[config.mk]
export PLATFORM = sky130hd
export DESIGN_NAME = pwm_qtimer
export DESIGN_NICKNAME = d
export VERILOG_FILES = /design/src/pkg/pwm_qtimer_pkg.sv /design/src/logic/pwm_qtimer.sv
export SDC_FILE = /design/constraint.sdc
export NUM_CORES = 1
export LEC_CHECK = 0
export ABC_CLOCK_PERIOD_IN_PS = 7300
export BUFFER_PORTS_ARGS = -buffer_cell sky130_fd_sc_hd__clkbuf_2
export CORE_ASPECT_RATIO = 1.4
export CORE_MARGIN = 8
export CORE_UTILIZATION = 45
export DETAILED_ROUTE_END_ITERATION = 7
export GPL_TIMING_DRIVEN = 1
export PLACE_DENSITY = 0.6
export SETUP_SLACK_MARGIN = 0.02
export SLEW_MARGIN = 20
export SYNTH_ARGS = -nofsm -noshare
export SYNTH_HDL_FRONTEND = slang
export SYNTH_SLANG_ARGS = --single-unit
[constraint.sdc]
create_clock -name mclk -period 7.3 [get_ports mclk]
set_clock_uncertainty 0.15 [all_clocks]
set_input_delay 0.73 -clock mclk [delete_from_list [all_inputs] [get_ports mclk]]
set_output_delay 0.73 -clock mclk [all_outputs]
set_load 0.005 [all_outputs]
[src/pkg/pwm_qtimer_pkg.sv]
// Purpose: shared constants and types for the pwm / quadrature timer
// Assumes: 16-bit counter, plain register port with 32-bit data
// Notes: offsets are word addresses on the register port
`default_nettype none
package pwm_qtimer_pkg;
  localparam int CNT_W = 16;
  // register offsets
  localparam logic [3:0] OFS_MODE = 4'h0;   // timer_mode_reg
  localparam logic [3:0] OFS_CTRL = 4'h1;   // timer_control_reg
  localparam logic [3:0] OFS_CNT = 4'h2;    // main_counter
  localparam logic [3:0] OFS_GRA = 4'h3;    // compare_capture_a
  localparam logic [3:0] OFS_GRB = 4'h4;    // compare_capture_b
  localparam logic [3:0] OFS_MASK = 4'h5;   // phase_edge_mask_reg
  localparam logic [3:0] OFS_STAT = 4'h6;   // timer_status_reg
  localparam logic [3:0] OFS_IEN = 4'h7;    // timer_irq_enable_reg
  localparam logic [3:0] OFS_PORT = 4'h8;   // port1 dir/data bits
  // mode register bit positions
  localparam int MODE_RUN = 0;
  localparam int MODE_PWM = 1;
  localparam int MODE_PHASE = 2;
  // control register field positions
  localparam int CTRL_SRC_LSB = 0;   // count_source_sel0..2
  localparam int CTRL_EDGE_LSB = 3;  // ext_clock_edge_sel0..1
  localparam int CTRL_CLR_LSB = 5;   // counter_clear_sel0..1
  // status / enable bit positions
  localparam int ST_MATCH_A = 0;
  localparam int ST_MATCH_B = 1;
  localparam int ST_UNDER = 2;
  localparam int ST_OVER = 3;
  // port register bit positions
  localparam int PORT_WAVE_DIR = 0;
  localparam int PORT_WAVE_DAT = 1;
  localparam int PORT_CKA_DIR = 2;
  localparam int PORT_CKB_DIR = 3;
  // reset values
  localparam logic [15:0] CNT_RST = 16'h0000;
  localparam logic [15:0] GR_RST = 16'hffff;
  localparam logic [7:0] MASK_RST = 8'hff;
  localparam logic [3:0] PORT_RST = 4'hf;
  // clear source encodings
  typedef enum logic [1:0] {
    CLR_NONE = 2'h0,
    CLR_MATCH_A = 2'h1,
    CLR_MATCH_B = 2'h2,
    CLR_EXT = 2'h3
  } clr_sel_t;
  // count source encodings
  localparam logic [2:0] SRC_DIV1 = 3'h0;
  localparam logic [2:0] SRC_DIV2 = 3'h1;
  localparam logic [2:0] SRC_DIV4 = 3'h2;
  localparam logic [2:0] SRC_DIV8 = 3'h3;
  localparam logic [2:0] SRC_DIV32 = 3'h4;
  localparam logic [2:0] SRC_EXT_A = 3'h5;
  localparam logic [2:0] SRC_EXT_B = 3'h6;
  // register port request
  typedef struct packed {
    logic wr;
    logic rd;
    logic [3:0] addr;
    logic [31:0] wdata;
  } reg_req_t;
  // wave pin signals, enable low while driving
  typedef struct packed {
    logic o;
    logic oe_n;
  } pin_drv_t;
endpackage
`default_nettype wire

[src/logic/pwm_qtimer.sv]
// Purpose: 16-bit timer with pwm output and two-input phase counting
// Assumes: single clock mclk at 100 MHz, pins sampled by two flops
// Notes: status flags clear by writing 0, writing 1 keeps them
//
// Overview of operation
// - pwm mode: match A drives wave pin high, match B low.
// - pwm drives pin A when its dir and data bits are 0.
// - pwm idle level: high for clear on A, low for clear on B.
// - clear disabled gives a high idle pwm level.
// - idle level is loaded only while counting is stopped.
// - clear on B with A above B gives 0% duty.
// - clear on A with B above A gives 100% duty.
// - equal compare values leave the pwm level unchanged.
// - phase mode with both clock dir bits 1 uses both pins.
// - clear select, compares, status and pwm stay active in phase mode.
// - mask bits 7..4 enable the four increment edge cases.
// - mask bits 3..0 enable the four decrement edge cases.
// - edge cases with mask bit 0 do not move the counter.
// - phase mode raises match, overflow and underflow flags.
// - run bit starts and stops counting; counter stays accessible.
// - four status sources merge into one interrupt request.
// - request is high when any flag and its enable are both 1.
// - flags stay set until software writes 0 to them.
`default_nettype none
module pwm_qtimer #(
  parameter int CNT_WIDTH = 16
) (
  input wire logic mclk,
  input wire logic rstn,
  input wire pwm_qtimer_pkg::reg_req_t req,
  output logic [31:0] rdata,
  input wire logic count_input_a,
  input wire logic count_input_b,
  input wire logic wave_pin_a_in,
  output pwm_qtimer_pkg::pin_drv_t wave_pin_a,
  output logic timer_irq_request_flag
);
  // ----------------------------------------------------------------
  // reset and pin synchronisers
  // ----------------------------------------------------------------
  logic rst_s1_q, rst_n_q;
  logic [2:0] pin_s1_q, pin_s2_q;

  // release reset through two flops
  always_ff @(posedge mclk or negedge rstn) begin
    if (!rstn) begin
      rst_s1_q <= 1'b0;
      rst_n_q <= 1'b0;
    end else begin
      rst_s1_q <= 1'b1;
      rst_n_q <= rst_s1_q;
    end
  end

  // two flops on count inputs and wave pin readback
  always_ff @(posedge mclk or negedge rst_n_q) begin
    if (!rst_n_q) begin
      pin_s1_q <= 3'h0;
      pin_s2_q <= 3'h0;
    end else begin
      pin_s1_q <= {wave_pin_a_in, count_input_b, count_input_a};
      pin_s2_q <= pin_s1_q;
    end
  end

  // ----------------------------------------------------------------
  // registers
  // ----------------------------------------------------------------
  logic [2:0] mode_q;
  logic [6:0] ctrl_q;
  logic [CNT_WIDTH-1:0] cnt_q, cnt_d;
  logic [CNT_WIDTH-1:0] gra_q, grb_q;
  logic [7:0] mask_q;
  logic [3:0] stat_q, stat_d;
  logic [3:0] ien_q;
  logic [3:0] port_q;
  logic [1:0] edge_prev_q;
  logic wave_q, wave_d;
  logic [4:0] div_q;

  // write strobe aimed at one register offset
  function automatic logic wr_hit(input pwm_qtimer_pkg::reg_req_t r,
                                  input logic [3:0] ofs);
    wr_hit = r.wr && (r.addr == ofs);
  endfunction

  // writes that the counter and flag logic must see in the same cycle
  wire logic wr_cnt = wr_hit(req, pwm_qtimer_pkg::OFS_CNT);
  wire logic wr_stat = wr_hit(req, pwm_qtimer_pkg::OFS_STAT);

  // mode bits: run, pwm and phase counting
  wire logic run = mode_q[pwm_qtimer_pkg::MODE_RUN];
  wire logic pwm_on = mode_q[pwm_qtimer_pkg::MODE_PWM];
  wire logic phase_on = mode_q[pwm_qtimer_pkg::MODE_PHASE];
  wire logic [2:0] src_sel = ctrl_q[pwm_qtimer_pkg::CTRL_SRC_LSB +: 3];
  wire logic [1:0] edge_sel = ctrl_q[pwm_qtimer_pkg::CTRL_EDGE_LSB +: 2];
  // control fields: source, edge and clear select
  wire pwm_qtimer_pkg::clr_sel_t clr_sel =
    pwm_qtimer_pkg::clr_sel_t'(ctrl_q[pwm_qtimer_pkg::CTRL_CLR_LSB +: 2]);

  // control registers written from the port
  always_ff @(posedge mclk or negedge rst_n_q) begin
    if (!rst_n_q) begin
      mode_q <= 3'h0;
      ctrl_q <= 7'h00;
      gra_q <= CNT_WIDTH'(pwm_qtimer_pkg::GR_RST);
      grb_q <= CNT_WIDTH'(pwm_qtimer_pkg::GR_RST);
      mask_q <= pwm_qtimer_pkg::MASK_RST;
      ien_q <= 4'h0;
      port_q <= pwm_qtimer_pkg::PORT_RST;
    end else if (req.wr) begin
      case (req.addr)
        pwm_qtimer_pkg::OFS_MODE: mode_q <= req.wdata[2:0];
        pwm_qtimer_pkg::OFS_CTRL: ctrl_q <= req.wdata[6:0];
        pwm_qtimer_pkg::OFS_GRA: gra_q <= req.wdata[CNT_WIDTH-1:0];
        pwm_qtimer_pkg::OFS_GRB: grb_q <= req.wdata[CNT_WIDTH-1:0];
        pwm_qtimer_pkg::OFS_MASK: mask_q <= req.wdata[7:0];
        pwm_qtimer_pkg::OFS_IEN: ien_q <= req.wdata[3:0];
        pwm_qtimer_pkg::OFS_PORT: port_q <= req.wdata[3:0];
        default: ;
      endcase
    end
  end

  // ----------------------------------------------------------------
  // count enable generation
  // ----------------------------------------------------------------
  // synchronised count pins, only the second flop is read
  wire logic cka = pin_s2_q[0];
  wire logic ckb = pin_s2_q[1];

  // edge history of the synchronised clock pins
  always_ff @(posedge mclk or negedge rst_n_q) begin
    if (!rst_n_q) begin
      edge_prev_q <= 2'h0;
    end else begin
      edge_prev_q <= {ckb, cka};
    end
  end

  // single-cycle edge strobes of each pin
  wire logic a_rise = cka && !edge_prev_q[0];
  wire logic a_fall = !cka && edge_prev_q[0];
  wire logic b_rise = ckb && !edge_prev_q[1];
  wire logic b_fall = !ckb && edge_prev_q[1];

  // prescaler for internal count sources
  always_ff @(posedge mclk or negedge rst_n_q) begin
    if (!rst_n_q) begin
      div_q <= 5'h00;
    end else begin
      div_q <= div_q + 5'h01;
    end
  end

  // external edge select: rising, falling or both
  function automatic logic ext_tick(input logic r, input logic f,
                                    input logic [1:0] sel);
    unique case (sel)
      2'h0: ext_tick = r;
      2'h1: ext_tick = f;
      default: ext_tick = r | f;
    endcase
  endfunction

  // count tick outside phase mode, from prescaler or one pin
  logic norm_tick;
  always_comb begin
    unique case (src_sel)
      pwm_qtimer_pkg::SRC_DIV1: norm_tick = 1'b1;
      pwm_qtimer_pkg::SRC_DIV2: norm_tick = div_q[0:0] == 1'h1;
      pwm_qtimer_pkg::SRC_DIV4: norm_tick = div_q[1:0] == 2'h3;
      pwm_qtimer_pkg::SRC_DIV8: norm_tick = div_q[2:0] == 3'h7;
      pwm_qtimer_pkg::SRC_DIV32: norm_tick = div_q == 5'h1f;
      pwm_qtimer_pkg::SRC_EXT_A:
        norm_tick = ext_tick(a_rise, a_fall, edge_sel);
      pwm_qtimer_pkg::SRC_EXT_B:
        norm_tick = ext_tick(b_rise, b_fall, edge_sel);
      default: norm_tick = 1'b0;
    endcase
  end

  // phase decode: both pins in use once their dir bits are 1
  wire logic phase_pins = port_q[pwm_qtimer_pkg::PORT_CKA_DIR] &&
                          port_q[pwm_qtimer_pkg::PORT_CKB_DIR];
  logic [7:0] cond;
  always_comb begin
    cond[7] = b_rise && !cka;
    cond[6] = a_rise && ckb;
    cond[5] = b_fall && cka;
    cond[4] = a_fall && !ckb;
    cond[3] = a_fall && ckb;
    cond[2] = b_fall && !cka;
    cond[1] = a_rise && !ckb;
    cond[0] = b_rise && cka;
  end
  wire logic [7:0] hit = cond & mask_q;
  wire logic ph_up = phase_on && phase_pins && |hit[7:4];
  wire logic ph_dn = phase_on && phase_pins && |hit[3:0];

  // ----------------------------------------------------------------
  // counter, matches and clears
  // ----------------------------------------------------------------
  // step direction; opposite steps in one cycle cancel
  wire logic step_up = run && (phase_on ? ph_up && !ph_dn : norm_tick);
  wire logic step_dn = run && phase_on && ph_dn && !ph_up;
  // matches only on a step, so a stopped counter raises nothing
  wire logic max_v = &cnt_q;
  wire logic zero_v = ~|cnt_q;
  wire logic match_a = (step_up || step_dn) && cnt_q == gra_q;
  wire logic match_b = (step_up || step_dn) && cnt_q == grb_q;
  wire logic ovf = step_up && max_v;
  wire logic underflow_flag = step_dn && zero_v;

  // next counter value; compare clears apply in all modes
  always_comb begin
    cnt_d = cnt_q;
    if (wr_cnt) begin
      cnt_d = req.wdata[CNT_WIDTH-1:0];
    end else if ((clr_sel == pwm_qtimer_pkg::CLR_MATCH_A && match_a) ||
                 (clr_sel == pwm_qtimer_pkg::CLR_MATCH_B && match_b)) begin
      cnt_d = '0;
    end else if (step_up) begin
      cnt_d = cnt_q + CNT_WIDTH'(1);
    end else if (step_dn) begin
      cnt_d = cnt_q - CNT_WIDTH'(1);
    end
  end

  // counter register
  always_ff @(posedge mclk or negedge rst_n_q) begin
    if (!rst_n_q) begin
      cnt_q <= CNT_WIDTH'(pwm_qtimer_pkg::CNT_RST);
    end else begin
      cnt_q <= cnt_d;
    end
  end

  // ----------------------------------------------------------------
  // status flags: set wins, write 0 clears, write 1 keeps
  // ----------------------------------------------------------------
  logic [3:0] set_v;
  always_comb begin
    set_v = 4'h0;
    set_v[pwm_qtimer_pkg::ST_MATCH_A] = match_a;
    set_v[pwm_qtimer_pkg::ST_MATCH_B] = match_b;
    set_v[pwm_qtimer_pkg::ST_UNDER] = underflow_flag;
    set_v[pwm_qtimer_pkg::ST_OVER] = ovf;
    stat_d = stat_q;
    if (wr_stat) begin
      stat_d = stat_q & req.wdata[3:0];
    end
    stat_d = stat_d | set_v;
  end

  // status register
  always_ff @(posedge mclk or negedge rst_n_q) begin
    if (!rst_n_q) begin
      stat_q <= 4'h0;
    end else begin
      stat_q <= stat_d;
    end
  end

  // one merged request from the four gated flags
  assign timer_irq_request_flag = |(stat_q & ien_q);

  // ----------------------------------------------------------------
  // pwm waveform
  // ----------------------------------------------------------------
  // level the pin returns to while the count is stopped
  logic idle_lvl;
  always_comb begin
    unique case (clr_sel)
      pwm_qtimer_pkg::CLR_MATCH_B: idle_lvl = 1'b0;
      default: idle_lvl = 1'b1;
    endcase
  end

  // set on A, reset on B; equal compares hold; idle level when stopped
  always_comb begin
    wave_d = wave_q;
    if (!run) begin
      wave_d = idle_lvl;
    end else if (gra_q == grb_q) begin
      wave_d = wave_q;
    end else if (match_b) begin
      wave_d = 1'b0;
    end else if (match_a) begin
      wave_d = 1'b1;
    end
  end

  // waveform level register, high out of reset
  always_ff @(posedge mclk or negedge rst_n_q) begin
    if (!rst_n_q) begin
      wave_q <= 1'b1;
    end else begin
      wave_q <= wave_d;
    end
  end

  // pin A carries pwm only when dir and data bits are both 0
  wire logic pwm_pin = pwm_on && !port_q[pwm_qtimer_pkg::PORT_WAVE_DIR] &&
                       !port_q[pwm_qtimer_pkg::PORT_WAVE_DAT];
  assign wave_pin_a.o = wave_q;
  assign wave_pin_a.oe_n = !pwm_pin;

  // ----------------------------------------------------------------
  // read port, data one cycle after the strobe
  // ----------------------------------------------------------------
  // read selection, narrow fields in the low bits
  logic [31:0] rd_mux;
  always_comb begin
    rd_mux = 32'h0;
    unique case (req.addr)
      pwm_qtimer_pkg::OFS_MODE: rd_mux[2:0] = mode_q;
      pwm_qtimer_pkg::OFS_CTRL: rd_mux[6:0] = ctrl_q;
      pwm_qtimer_pkg::OFS_CNT: rd_mux[CNT_WIDTH-1:0] = cnt_q;
      pwm_qtimer_pkg::OFS_GRA: rd_mux[CNT_WIDTH-1:0] = gra_q;
      pwm_qtimer_pkg::OFS_GRB: rd_mux[CNT_WIDTH-1:0] = grb_q;
      pwm_qtimer_pkg::OFS_MASK: rd_mux[7:0] = mask_q;
      pwm_qtimer_pkg::OFS_STAT: rd_mux[3:0] = stat_q;
      pwm_qtimer_pkg::OFS_IEN: rd_mux[3:0] = ien_q;
      pwm_qtimer_pkg::OFS_PORT: rd_mux = {27'h0, pin_s2_q[2], port_q};
      default: rd_mux = 32'h0;
    endcase
  end

  // read data stands one cycle, zero otherwise
  always_ff @(posedge mclk or negedge rst_n_q) begin
    if (!rst_n_q) begin
      rdata <= 32'h0;
    end else if (req.rd) begin
      rdata <= rd_mux;
    end else begin
      rdata <= 32'h0;
    end
  end
endmodule
`default_nettype wire

==> qor.txt <==
Post-Synthesis Cells = 618
TritonRoute pass-1 iters = 6
Max-cap viol count = 0
DRT iter0 DRCs = 392
Die ar. = 18,700 um2
CTS tree = yes
First-pass GRT wire length = 28,000 um
Buffers added on ports = 45
CP arrival = 4.77 ns
FMAX = 213 MHz
GR peak layer = met2
Initial antenna violation count = 0
Setup violators final = 0
Die Y = 159 um
Placed wire-length estimate = 12,900 um
Clock-pin slew on the worst setup and hold paths = 0.07 ns
Core area = 14,300 um2
Max FO, Critical Path = 19
Synth Cell Area = 6540 um2
Worst-path cell chain = inv_1, ha_1, nand3_1, o21ai_0, a311oi_1, o31a_1, ha_1, a2111oi_0, o21ai_1, a41oi_2, o211ai_1, o211ai_1, xnor2_1, mux2i_1, nand3_1
Synth top area cells = dfrtp_1 (25%), dfstp_2 (18%), mux2_2 (10%)
# nets final = 715
Post-synthesis register bit count = 110
VDD IR max = 0.125 mV
Number of buffers created by CTS = 9
Commonest cells post-synth = dfrtp_1 (65), mux2_2 (60), dfstp_2 (45), xnor2_1 (43), nand2_1 (42)
Final ANT Viol Nets = 0
Worst slew pin tran = 0.916 ns
Hold WC Path Type = register to asynchronous set/reset pin
Synth Flop Type = dfrtp_1
Most frequent cell after synthesis = dfrtp_1
Tot Pwr = 2560 uW
Routed vias = 4,934
Worst skew pair latency = 0.36 ns
Share of cells above drive strength 1 = 28.4%
Number of global-route vias before repair = 5,120
Power per cell area = 358 nW/um2
Placed insts = 824
RSZ-0062 raised after global routing = false
Worst Setup End Kind = register
Synth warn = 0
WS Path Type = register to register
Max stage delay cell, worst path = o31a_1
Worst endpoint required time = 7.38 ns
Top-area cell type share of the netlist area = 24.9%
Cell taking the most area after synthesis = dfrtp_1
Synth async-reset ratio = 100%
Final TNS setup = 0 ns
Post-DR wirelength/cell = 20.8 um
CTS Buffer Depth = 2
Unique masters post-synth = 66
Met1 Usage GRT = 21.6%
Crit-path max cell delay = 0.83 ns
Antenna diodes = 0
Routed vias/inst = 5.87
EDFF count, synth = 0
Initial Utilization = 45.7%
Die W = 118 um
Largest net degree at the start of global routing = 73
LEAKAGE = 0.00298 uW
H-Tree Depth = 3
Synth Area per Inst = 10.6 um2
Clock sink total = 110
M3 GR Usage = 3.90%
Residual DRC count = 0
Max-slew violation count = 0
GPL Wtd Cong = 0.887
Hold Fails Final Rpt = 0
Overall routed net length = 17,500 um
Smallest hold slack = 0.126 ns
Rows = 52
GRT Util Overall = 19.2%
Ports = 78
Crit path time final = 4.70 ns
Period utilisation layout = 64.3%
Status = completed
CP Launch Type = register
Relative slew slack = 38.9%
Gr ovfl total = 0
Layout area overhead = 9.40%
Routing usage on met2 = 33.7%
Non-filler cells, final = 841
Root buffer cell = clkbuf_16
Post-synthesis sequential area ratio = 43.0%
metal layers:
| metal | up-vias | wire length [um] | share of wire (%) |
|---|---|---|---|
| li1 | 2253 | - | - |
| met1 | 2474 | 6970 | 40 |
| met2 | 156 | 8870 | 51 |
| met3 | 51 | 740 | 4.2 |
| met4 | 0 | 904 | 5.2 |
| met5 | - | 0 | 0 |
layout make-up:
class                   count  area [um2]
fillers                  1346        7160
multi-input cells         464        3470
flip-flops and latches    110        2810
repair buffers             49         258
clock buffers              11         243
well taps                 189         236
clock inverters             5        83.8
inverters                  13        48.8
worst paths after layout:
path,start,endpoint,slack [ns],depth (start not counted)
worst max-delay path,pin_s2_q[1],cnt_q[15],2.60,15
worst min-delay path,rst_n_q,pin_s2_q[2],0.13,0
max in group asynchronous,rst_n_q,cnt_q[15],5.58,1
worst min register to register,rst_n_q,pin_s2_q[2],0.13,0
worst max register to register,pin_s2_q[1],cnt_q[15],2.60,15
min in group mclk,pin_s1_q[2],pin_s2_q[2],0.20,0
per-stage QoR:
step	area, um2	setup slack (ns)	util (%)
6_report	7150	2.60	49.9
3_5_place_dp	6810	2.60	47.6
2_1_floorplan	6590	3.46	-
5_1_grt	7150	2.18	49.9
3_3_place_gp	6810	2.79	47.6
4_1_cts	7150	2.57	49.9
critical path, delay by kind of cell (launching register included):
kind / cells / cell delay, ns
AOI/OAI and AO/OA: 8 / 2.69
adders and majority gates: 2 / 0.67
and+or+nand+nor: 2 / 0.16
muxes: 1 / 0.22
buffers and inverters: 1 / 0.08
DFF: 1 / 0.43
xor gates and xnor gates: 1 / 0.16
power breakdown:
| part | internal [uW] | switching [uW] | total [uW] |
|---|---|---|---|
| clock network | 311 | 227 | 538 |
| registers | 786 | 255 | 1040 |
| logic | 489 | 489 | 978 |
| total | 1590 | 970 | 2560 |
cell usage in the layout, fill, tap and decap left out, types with 6 or more instances in the layout:
| master | instances |
|---|---|
| nor4_1 | 10 |
| and2_1 | 9 |
| a21oi_1 | 19 |
| xor2_1 | 21 |
| xnor2_1 | 43 |
| nand4_1 | 15 |
| clkbuf_2 | 45 |
| conb_1 | 17 |
| mux2i_1 | 22 |
| nand3_1 | 14 |
| clkbuf_16 | 9 |
| a221oi_1 | 12 |
| dfrtp_1 | 64 |
| ha_1 | 24 |
| dfstp_2 | 45 |
| inv_1 | 13 |
| o21ai_1 | 6 |
| nand2b_1 | 6 |
| nor2_1 | 41 |
| mux2_2 | 60 |
| o21ai_0 | 28 |
| nand2_1 | 42 |
repair_timing:
action	in CTS	in global routing
endpoints found under the hold margin	2	0
resized for setup	0	0
hold buffers	1	0
setup buffers	0	0
endpoints found under the setup margin	0	0
sequential cells by signal (all words and copies together) (netlist names):
register     flops
wave_q           1
gra_q           16
ien_q            4
pin_s1_q         3
cnt_q           16
grb_q           16
mode_q           3
port_q           4
edge_prev_q      2
rst_s1_q         1
rdata           16
mask_q           8
rst_n_q          1
stat_q           4
div_q            5
pin_s2_q         3
ctrl_q           7
logic make-up (layout without fill, tap and decap cells):
family	Yosys count	after routing	synth area share, %
buffers and inverters	59	78	4.82
adder cells (fa/ha/maj)	25	25	4.90
XOR/XNOR	64	64	8.58
AO/OA/AOI/OAI	111	111	12.0
flip-flops	110	110	43.0
AND/OR/NAND/NOR	165	165	12.8
multiplexers	82	82	13.7
other	2	17	0.115
Power figures use the tool's default switching activity.
